## config.mk

```make
export PLATFORM = sky130hd
export DESIGN_NAME = dsp_host_mailbox
export DESIGN_NICKNAME = d
export VERILOG_FILES = /design/src/mailbox_pkg.sv /design/src/dsp_host_mailbox.sv
export VERILOG_INCLUDE_DIRS = /design/src
export SDC_FILE = /design/constraint.sdc
export NUM_CORES = 1
export LEC_CHECK = 0
export BUFFER_PORTS_ARGS = -buffer_cell sky130_fd_sc_hd__buf_4
export CELL_PAD_IN_SITES_DETAIL_PLACEMENT = 1
export CELL_PAD_IN_SITES_GLOBAL_PLACEMENT = 1
export CORE_UTILIZATION = 50
export CTS_CLUSTER_SIZE = 20
export DETAILED_ROUTE_END_ITERATION = 10
export PLACE_DENSITY = 0.74
export REMOVE_ABC_BUFFERS = 1
export SLEW_MARGIN = 40
export SYNTH_ARGS = -nofsm -noshare
export SYNTH_HDL_FRONTEND = slang
export SYNTH_SLANG_ARGS = --single-unit
```

## constraint.sdc

```tcl
create_clock -name pclk -period 9.76 [get_ports pclk]
set_input_delay 1.952 -clock pclk [delete_from_list [all_inputs] [get_ports pclk]]
set_output_delay 1.952 -clock pclk [all_outputs]
set_load 0.05 [all_outputs]
```

## src/mailbox_regs.svh

```systemverilog
// Register offsets, field positions and reset values of the host/DSP mailbox
`ifndef MAILBOX_REGS_SVH
`define MAILBOX_REGS_SVH

`define H2D_DATA_BASE 8'h00
`define H2D_GENERAL 8'h20
`define H2D_COMMAND 8'h24
`define H2D_BUSY 8'h28
`define D2H_DATA_BASE 8'h40
`define D2H_GENERAL 8'h60
`define D2H_COMMAND 8'h64
`define D2H_BUSY 8'h68
`define MAILBOX_CONFIG 8'h80
`define TX_BYTE_COUNT 8'h84
`define RX_BYTE_COUNT 8'h88
`define DMA_INT_STATUS_MASK 8'h8c
`define TX_BUF_BASE 8'ha0
`define RX_BUF_BASE 8'hc0

`define CFG_DMA_MODE_BIT 0
`define CFG_FLY_BY_BIT 1
`define CFG_RESET 2'h0

`define DISM_TX_DONE_BIT 0
`define DISM_RX_DONE_BIT 1
`define DISM_TX_EN_BIT 2
`define DISM_RX_EN_BIT 3
`define DISM_ALL_EN_BIT 4
`define DISM_RESET 5'h1c

`define COUNT_DONE 4'hf
`define DATA_RESET 16'h0000
`define COMMAND_RESET 8'h00

`endif

```

## src/mailbox_pkg.sv

```systemverilog
// Types shared by the host/DSP mailbox
package mailbox_pkg;

    // DMA-side pins, grouped so they travel through the synchroniser together
    typedef struct packed {
        logic ack_n;
        logic rd_n;
        logic wr_n;
        logic rw;
        logic ds_n;
        logic bus_mode;
        logic [7:0] din;
    } dma_pins_t;

    typedef struct packed {
        logic fly_by;
        logic dma_mode;
    } mb_cfg_t;

endpackage

```

## src/dsp_host_mailbox.sv

```systemverilog
// Host/DSP mailbox with DMA mailbox, APB register slave
//
// Behaviour
// Host-to-DSP: eight data, general, command, busy.
// Host writes data/command; DSP clears busy.
// Host command write raises DSP command interrupt.
// Command write sets busy; direct write clears.
// Host polls busy zero before sending.
// DSP command interrupt holds until command read.
// Host waits for busy clear before new data.
// DSP-to-host: eight data, general, command, busy.
// DSP writes data/command; host clears busy.
// DSP command write raises host interrupt.
// DSP command write sets busy; host clears.
// Host clears busy after executing command.
// Config selects DMA or expanded mailbox mode.
// DMA mailbox reached only by DMA controller. Code blocks only APB writes to tx_buf in DMA mode.
// Separate transmit and receive request outputs.
// Mode pin selects strobe set, ack qualified.
// Config selects two-cycle or fly-by transfer.
// Fly-by swaps read and write strobes.
// Request high; low acknowledge is chip select.
// Acknowledge high suspends; device waits.
// Count-minus-one write starts the request.
// End of transfer raises maskable DMA interrupt.
// Reset clears flags, interrupts, requests, mode.
//
// Local design decisions: the register addresses and the APB slave port.
`timescale 1ns/1ps
`include "mailbox_regs.svh"

module dsp_host_mailbox (
    input wire logic pclk,
    input wire logic presetn,
    input wire logic psel,
    input wire logic penable,
    input wire logic pwrite,
    input wire logic [31:0] paddr,
    input wire logic [31:0] pwdata,
    output logic [31:0] prdata,
    output logic pready,
    output logic pslverr,
    output logic dsp_command_interrupt,
    output logic host_interrupt,
    output logic dsp_dma_interrupt,
    output logic dma_request_transmit,
    output logic dma_request_receive,
    input wire logic dma_acknowledge_n,
    input wire logic dma_rd_n,
    input wire logic dma_wr_n,
    input wire logic dma_rw,
    input wire logic dma_ds_n,
    input wire logic bus_mode,
    input wire logic [7:0] dma_din,
    output logic [7:0] dma_dout,
    output logic dma_doe_n
);

    logic pready_r;
    logic pslverr_r;
    logic [31:0] prdata_r;
    logic [31:0] rdata_nxt;
    logic hit_nxt;
    logic acc;
    logic wr_go;
    logic rd_go;
    logic [7:0] addr;

    logic [15:0] h2d_data_r [0:7];
    logic [15:0] d2h_data_r [0:7];
    logic [15:0] h2d_general_r;
    logic [15:0] d2h_general_r;
    logic [7:0] h2d_command_r;
    logic [7:0] d2h_command_r;
    logic h2d_busy_r;
    logic d2h_busy_r;
    logic dsp_cmd_int_r;
    logic host_int_r;
    mailbox_pkg::mb_cfg_t cfg_r;
    logic [4:0] dism_r;
    logic dma_int_r;

    mailbox_pkg::dma_pins_t s1_r;
    mailbox_pkg::dma_pins_t s2_r;
    mailbox_pkg::dma_pins_t s3_r;
    logic rd_cur;
    logic wr_cur;
    logic rd_prev;
    logic wr_prev;
    logic mb_wr_cur;
    logic mb_wr_prev;
    logic mb_rd_cur;
    logic mb_rd_prev;
    logic mb_wr_end;
    logic mb_rd_end;

    logic [7:0] tx_buf [0:15];
    logic [7:0] rx_buf [0:15];
    logic [3:0] tx_cnt_r;
    logic [3:0] rx_cnt_r;
    logic [3:0] tx_ptr_r;
    logic [3:0] rx_ptr_r;
    logic tx_act_r;
    logic rx_act_r;
    logic tx_done;
    logic rx_done;
    logic [7:0] dout_r;
    logic doe_n_r;

    assign addr = paddr[7:0];
    // Effect lands in the cycle the slave raises pready; one wait state
    assign acc = psel && penable && !pready_r;
    assign wr_go = acc && pwrite && hit_nxt;
    assign rd_go = acc && !pwrite && hit_nxt;

    // Register read mux and address decode
    always_comb begin
        rdata_nxt = 32'h0000_0000;
        hit_nxt = (paddr[31:8] == 24'h00_0000);
        if (addr[7:5] == 3'h0) begin
            rdata_nxt = {16'h0000, h2d_data_r[addr[4:2]]};
        end else if (addr[7:5] == 3'h2) begin
            rdata_nxt = {16'h0000, d2h_data_r[addr[4:2]]};
        end else if (addr[7:5] == 3'h5) begin
            rdata_nxt = {16'h0000, tx_buf[{addr[4:2], 1'b1}], tx_buf[{addr[4:2], 1'b0}]};
        end else if (addr[7:5] == 3'h6) begin
            rdata_nxt = {16'h0000, rx_buf[{addr[4:2], 1'b1}], rx_buf[{addr[4:2], 1'b0}]};
        end else begin
            case (addr)
                `H2D_GENERAL: rdata_nxt = {16'h0000, h2d_general_r};
                `H2D_COMMAND: rdata_nxt = {24'h00_0000, h2d_command_r};
                `H2D_BUSY: rdata_nxt = {31'h0000_0000, h2d_busy_r};
                `D2H_GENERAL: rdata_nxt = {16'h0000, d2h_general_r};
                `D2H_COMMAND: rdata_nxt = {24'h00_0000, d2h_command_r};
                `D2H_BUSY: rdata_nxt = {31'h0000_0000, d2h_busy_r};
                `MAILBOX_CONFIG: rdata_nxt = {30'h0000_0000, cfg_r};
                `TX_BYTE_COUNT: rdata_nxt = {28'h000_0000, tx_cnt_r};
                `RX_BYTE_COUNT: rdata_nxt = {28'h000_0000, rx_cnt_r};
                `DMA_INT_STATUS_MASK: rdata_nxt = {27'h000_0000, dism_r};
                default: hit_nxt = 1'b0;
            endcase
        end
    end

    always_ff @(posedge pclk or negedge presetn) begin
        if (!presetn) begin
            pready_r <= 1'b0;
            pslverr_r <= 1'b0;
            prdata_r <= 32'h0000_0000;
        end else begin
            pready_r <= acc;
            pslverr_r <= acc && !hit_nxt;
            prdata_r <= (acc && !pwrite && hit_nxt) ? rdata_nxt : 32'h0000_0000;
        end
    end

    // eight data words per direction
    genvar gi;
    generate
        for (gi = 0; gi < 8; gi = gi + 1) begin : g_data
            always_ff @(posedge pclk or negedge presetn) begin
                if (!presetn) begin
                    h2d_data_r[gi] <= `DATA_RESET;
                    d2h_data_r[gi] <= `DATA_RESET;
                end else begin
                    if (wr_go && addr == (`H2D_DATA_BASE + 8'(gi * 4))) begin
                        h2d_data_r[gi] <= pwdata[15:0];
                    end
                    if (wr_go && addr == (`D2H_DATA_BASE + 8'(gi * 4))) begin
                        d2h_data_r[gi] <= pwdata[15:0];
                    end
                end
            end
        end
    endgenerate

    always_ff @(posedge pclk or negedge presetn) begin
        if (!presetn) begin
            h2d_general_r <= `DATA_RESET;
            d2h_general_r <= `DATA_RESET;
            h2d_command_r <= `COMMAND_RESET;
            d2h_command_r <= `COMMAND_RESET;
        end else if (wr_go) begin
            if (addr == `H2D_GENERAL) h2d_general_r <= pwdata[15:0];
            if (addr == `D2H_GENERAL) d2h_general_r <= pwdata[15:0];
            if (addr == `H2D_COMMAND) h2d_command_r <= pwdata[7:0];
            if (addr == `D2H_COMMAND) d2h_command_r <= pwdata[7:0];
        end
    end

    // host-to-DSP busy and command interrupt
    always_ff @(posedge pclk or negedge presetn) begin
        if (!presetn) begin
            h2d_busy_r <= 1'b0;
            dsp_cmd_int_r <= 1'b0;
        end else begin
            if (wr_go && addr == `H2D_COMMAND) begin
                h2d_busy_r <= 1'b1;
            end else if (wr_go && addr == `H2D_BUSY) begin
                h2d_busy_r <= 1'b0;
            end
            // A new command wins over the read that clears the last one
            if (wr_go && addr == `H2D_COMMAND) begin
                dsp_cmd_int_r <= 1'b1;
            end else if (rd_go && addr == `H2D_COMMAND) begin
                dsp_cmd_int_r <= 1'b0;
            end
        end
    end

    // DSP-to-host busy and host interrupt
    always_ff @(posedge pclk or negedge presetn) begin
        if (!presetn) begin
            d2h_busy_r <= 1'b0;
            host_int_r <= 1'b0;
        end else begin
            if (wr_go && addr == `D2H_COMMAND) begin
                d2h_busy_r <= 1'b1;
            end else if (wr_go && addr == `D2H_BUSY) begin
                d2h_busy_r <= 1'b0;
            end
            if (wr_go && addr == `D2H_COMMAND) begin
                host_int_r <= 1'b1;
            end else if (rd_go && addr == `D2H_COMMAND) begin
                host_int_r <= 1'b0;
            end
        end
    end

    // mode selection
    always_ff @(posedge pclk or negedge presetn) begin
        if (!presetn) begin
            cfg_r <= `CFG_RESET;
        end else if (wr_go && addr == `MAILBOX_CONFIG) begin
            cfg_r.dma_mode <= pwdata[`CFG_DMA_MODE_BIT];
            cfg_r.fly_by <= pwdata[`CFG_FLY_BY_BIT];
        end
    end

    // DMA pins are asynchronous to pclk; stages two and three give the edges, and the third stage the byte taken into tx_buf
    always_ff @(posedge pclk or negedge presetn) begin
        if (!presetn) begin
            s1_r <= 14'h3e00;
            s2_r <= 14'h3e00;
            s3_r <= 14'h3e00;
        end else begin
            s1_r <= {dma_acknowledge_n, dma_rd_n, dma_wr_n, dma_rw, dma_ds_n, bus_mode, dma_din};
            s2_r <= s1_r;
            s3_r <= s2_r;
        end
    end

    // strobe set chosen by the mode pin, qualified by acknowledge
    assign rd_cur = !s2_r.ack_n && (s2_r.bus_mode ? (s2_r.rw && !s2_r.ds_n) : !s2_r.rd_n);
    assign wr_cur = !s2_r.ack_n && (s2_r.bus_mode ? (!s2_r.rw && !s2_r.ds_n) : !s2_r.wr_n);
    assign rd_prev = !s3_r.ack_n && (s3_r.bus_mode ? (s3_r.rw && !s3_r.ds_n) : !s3_r.rd_n);
    assign wr_prev = !s3_r.ack_n && (s3_r.bus_mode ? (!s3_r.rw && !s3_r.ds_n) : !s3_r.wr_n);
    // fly-by swaps the meaning of the strobes
    assign mb_wr_cur = cfg_r.fly_by ? rd_cur : wr_cur;
    assign mb_wr_prev = cfg_r.fly_by ? rd_prev : wr_prev;
    assign mb_rd_cur = cfg_r.fly_by ? wr_cur : rd_cur;
    assign mb_rd_prev = cfg_r.fly_by ? wr_prev : rd_prev;
    // Byte is taken at the end of the strobe, when bus data has settled
    assign mb_wr_end = mb_wr_prev && !mb_wr_cur;
    assign mb_rd_end = mb_rd_prev && !mb_rd_cur;
    assign tx_done = tx_act_r && mb_wr_end && tx_cnt_r == 4'h0;
    assign rx_done = rx_act_r && mb_rd_end && rx_cnt_r == 4'h0;

    // transmit engine; stalls while acknowledge is high
    always_ff @(posedge pclk or negedge presetn) begin
        if (!presetn) begin
            tx_cnt_r <= `COUNT_DONE;
            tx_ptr_r <= 4'h0;
            tx_act_r <= 1'b0;
        end else if (!cfg_r.dma_mode) begin
            tx_act_r <= 1'b0;
        end else if (wr_go && addr == `TX_BYTE_COUNT) begin
            tx_cnt_r <= pwdata[3:0];
            tx_ptr_r <= 4'h0;
            tx_act_r <= 1'b1;
        end else if (tx_act_r && mb_wr_end) begin
            tx_ptr_r <= tx_ptr_r + 4'h1;
            tx_cnt_r <= tx_cnt_r - 4'h1;
            if (tx_cnt_r == 4'h0) begin
                tx_act_r <= 1'b0;
            end
        end
    end

    // receive engine
    always_ff @(posedge pclk or negedge presetn) begin
        if (!presetn) begin
            rx_cnt_r <= `COUNT_DONE;
            rx_ptr_r <= 4'h0;
            rx_act_r <= 1'b0;
        end else if (!cfg_r.dma_mode) begin
            rx_act_r <= 1'b0;
        end else if (wr_go && addr == `RX_BYTE_COUNT) begin
            rx_cnt_r <= pwdata[3:0];
            rx_ptr_r <= 4'h0;
            rx_act_r <= 1'b1;
        end else if (rx_act_r && mb_rd_end) begin
            rx_ptr_r <= rx_ptr_r + 4'h1;
            rx_cnt_r <= rx_cnt_r - 4'h1;
            if (rx_cnt_r == 4'h0) begin
                rx_act_r <= 1'b0;
            end
        end
    end

    // buffers: DMA side only in DMA mode, bus side only in expanded mode for tx
    always_ff @(posedge pclk) begin
        if (tx_act_r && mb_wr_end) begin
            tx_buf[tx_ptr_r] <= s3_r.din;
        end else if (wr_go && !cfg_r.dma_mode && addr[7:5] == 3'h5) begin
            tx_buf[{addr[4:2], 1'b0}] <= pwdata[7:0];
            tx_buf[{addr[4:2], 1'b1}] <= pwdata[15:8];
        end
        if (wr_go && addr[7:5] == 3'h6) begin
            rx_buf[{addr[4:2], 1'b0}] <= pwdata[7:0];
            rx_buf[{addr[4:2], 1'b1}] <= pwdata[15:8];
        end
    end

    // data bus driven only during an acknowledged mailbox read
    always_ff @(posedge pclk or negedge presetn) begin
        if (!presetn) begin
            dout_r <= 8'h00;
            doe_n_r <= 1'b1;
        end else begin
            dout_r <= rx_buf[rx_ptr_r];
            doe_n_r <= !(rx_act_r && mb_rd_cur);
        end
    end

    // done flags set wins over write-one-clear; mask bits enable
    always_ff @(posedge pclk or negedge presetn) begin
        if (!presetn) begin
            dism_r <= `DISM_RESET;
            dma_int_r <= 1'b0;
        end else begin
            if (wr_go && addr == `DMA_INT_STATUS_MASK) begin
                dism_r[4:2] <= pwdata[4:2];
                dism_r[1:0] <= dism_r[1:0] & ~pwdata[1:0];
            end
            if (tx_done) dism_r[`DISM_TX_DONE_BIT] <= 1'b1;
            if (rx_done) dism_r[`DISM_RX_DONE_BIT] <= 1'b1;
            dma_int_r <= dism_r[`DISM_ALL_EN_BIT]
                && ((dism_r[`DISM_TX_DONE_BIT] && dism_r[`DISM_TX_EN_BIT])
                || (dism_r[`DISM_RX_DONE_BIT] && dism_r[`DISM_RX_EN_BIT]));
        end
    end

    assign prdata = prdata_r;
    assign pready = pready_r;
    assign pslverr = pslverr_r;
    assign dsp_command_interrupt = dsp_cmd_int_r;
    assign host_interrupt = host_int_r;
    assign dsp_dma_interrupt = dma_int_r;
    assign dma_request_transmit = tx_act_r;
    assign dma_request_receive = rx_act_r;
    assign dma_dout = dout_r;
    assign dma_doe_n = doe_n_r;
endmodule

```

==> run metrics <==
num ports about 130; drt wl/cell about 30 um; number of post-CTS setup repair buffers 0; largest net degree at the start of global routing around 170; hold path cells 0; Detailed Routing Iterations Pass 1 6; Max VDD drop 150.5 uV; Layout Skew roughly 25 ps; CTS Buf Count roughly 70; Syn Std Cell Area 0.03112 mm2; top post-synthesis cells by area dfrtp_1 (30%), edfxtp_1 (25%), mux4_2 (12%); htree depth 3; Least-Margin Pin Slew approximately 840 ps; crit path DAT approximately 5200 ps; die area approximately 0.063 mm2; total grt overflow 0; post-detail-place hpwl 56060 um; antenna viol nets, final 0; row cnt 91; RSZ-0062 raised after global routing no; crit path kind in -> reg; EDFF count, synth roughly 260; DR vias roughly 19000; R2R Path Start pready$_DFF_PN0_; via/cell ratio between 6 and 7; core area slightly above 0.06 mm2; Die Ht 251.5 um; Period minus WS final roughly 5000 ps; Ys Warns 0; maximum clock frequency 201.0 MHz; Hold Slack 338.2 ps; syn avg cell area 14.29 um2; fill count between 5000 and 6000; initial antenna violation count 1; Post-synth ARST share 61.15%; Synth cell types 86; register area share after synthesis approximately 57%; Reg clk slew, reported paths 60 ps; clk_lat worst skew around 620 ps; final WL 91460 um; hold crit path type reg -> reg; layout cells sized above 1 33.41%; GRT Overall Usage between 20 and 30%; crit-path max FO 35; setup_tns 0 ps; Worst R2R Path Depth 6; Diodes inserted 0; clock sink count 659; Reg2Reg Setup Slack 6010 ps; WP data required around 10000 ps; max-slew violations 0; hold-fix buffers at CTS 0; period utilization 50.98%; status finished clean; die extent in x between 200 and 300 um; biggest area consumer among synthesized cells dfrtp_1; Final Wtd Congestion 0.9103; Setup crit end kind flop; Synth Flop Type dfrtp_1; Critical Path Start Type input pin; Slew headroom 43.96%; leakage power approximately 15 nW; vias in the first global route approximately 21000; CTS Buffer Depth 3; RR Endpoint tx_buf[0][3]$_DFFE_PP_; critical path startpoint paddr[4]; pwr/cell area approximately 170 mW/mm2; Iter 0 DRT Violations 1555; Final setup viols 0; Starting Density between 50% and 60%; clock root cell clkbuf_16; fin nets around 2300; Max Cap Viol 0; DRC Markers 0; post-CTS sizing 0; first-pass GRT wire length between 100000 and 150000 um; TritonCTS clock tree yes; Synth Instances ~2200; crit path to tx_buf[0][3]$_DFFE_PP_; #FFs+latches synth roughly 660; final hold viol count 0; Synth top area share a little under a third; area delta synth->final 11.60%; # port buffers between 90 and 100
==> routing by layer <==
metal	routed length (um)	part of all wire (%)	vias to the layer above	global-route usage [%]
met1	37200	41	10330	39.40
met2	45410	50	673	49.03
li1	-	-	8128	-
met4	3048	3.3	2	11.32
met3	5793	6.3	169	4.983
met5	13	0.014	-	0
==> area by class of cell <==
cell class | instances | area (um2) | share of cell area (%)
inverters | 15 | 56.30 | 0.1621
multi-input cells | 1331 | 12400 | 35.69
clock inverters | 23 | 220.2 | 0.6341
repair buffers | 130 | 1095 | 3.152
well taps | 837 | 1047 | 3.015
clock buffers | 105 | 2110 | 6.074
flip-flops and latches | 659 | 17810 | 51.27
==> flip-flops by register name (all words and copies together), names as in the netlist, 5 cells and up <==
name           flops
d2h_data_r       128
h2d_data_r       128
rx_buf           128
tx_buf           128
d2h_general_r     16
h2d_general_r     16
prdata            16
s1_r              14
s2_r              14
s3_r              14
d2h_command_r      8
dma_dout           8
h2d_command_r      8
dism_r             5
==> worst min path at each step <==
stage	start	endpoint	slack (ps)
6_report	s2_r[6]$_DFF_PN0_	s3_r[6]$_DFF_PN0_	340
3_3_place_gp	s2_r[5]$_DFF_PN0_	s3_r[5]$_DFF_PN0_	330
5_1_grt	s2_r[6]$_DFF_PN0_	s3_r[6]$_DFF_PN0_	350
3_5_place_dp	s2_r[5]$_DFF_PN0_	s3_r[5]$_DFF_PN0_	340
2_1_floorplan	s1_r[0]$_DFF_PN0_	s2_r[0]$_DFF_PN0_	330
4_1_cts	s2_r[5]$_DFF_PN0_	s3_r[5]$_DFF_PN0_	350
==> worst max-delay path, cell delays in order <==
cell,delay (ps)
buf_4,220
buf_4,350
or3_1,480
a21oi_1,240
and4_1,230
buf_4,370
and4_1,790
a21o_1,490
==> power by group <==
group          switching (mW)  leakage [nW]  internal [mW]
clock                    1.13          1.15           1.60
combinational           0.226          6.23         0.0856
sequential            0.00915          7.72           2.89
==> layout by cell type (no fill, tap or decap), drive strengths merged, types with 35 or more instances in the layout <==
cell type | Yosys | layout
buf | 100 | 130
clkbuf | 88 | 105
dfrtp | 376 | 376
edfxtp | 256 | 256
mux2 | 314 | 314
mux2i | 35 | 35
mux4 | 169 | 169
nand2 | 421 | 421
nor2 | 41 | 41
==> cells in the mapped netlist (10+ instances only) <==
| master | count |
|---|---|
| a21oi_1 | 22 |
| a22oi_1 | 10 |
| a31oi_1 | 12 |
| and4_1 | 11 |
| buf_1 | 17 |
| buf_2 | 42 |
| buf_4 | 26 |
| buf_6 | 15 |
| clkbuf_1 | 88 |
| dfrtp_1 | 376 |
| dfstp_2 | 27 |
| edfxtp_1 | 256 |
| inv_1 | 14 |
| mux2_1 | 57 |
| mux2_2 | 204 |
| mux2_4 | 53 |
| mux2i_1 | 35 |
| mux4_2 | 169 |
| nand2_1 | 416 |
| nand2b_1 | 10 |
| nand3_1 | 15 |
| nand3_4 | 10 |
| nor2_1 | 38 |
| nor3_1 | 19 |
| nor4_1 | 10 |
| o21ai_0 | 14 |
| o22ai_1 | 18 |
| o31ai_1 | 12 |
==> logic make-up after synthesis <==
logic type      share of synthesized area (%)
mux                                     25.36
compound gates                          3.671
fa+ha+maj                              0.2814
buf+inv                                 3.293
simple gates                            10.14
xor+xnor                              0.02815
flops                                   57.22
other cells                           0.01205
==> stage by stage <==
stage	cell area, um2	cells	utilization, %	setup WS (ps)	total power [mW]
6_report	34730	3100	56.38	4784	5.941
5_1_grt	34730	3100	56.38	4689	6.096
4_1_cts	34650	3098	56.25	4718	5.978
3_5_place_dp	32320	2970	52.47	4085	3.261
3_3_place_gp	32270	2968	52.38	4232	3.249
2_1_floorplan	30210	2005	-	5040	3.058
(Power assumes the default switching activity.)
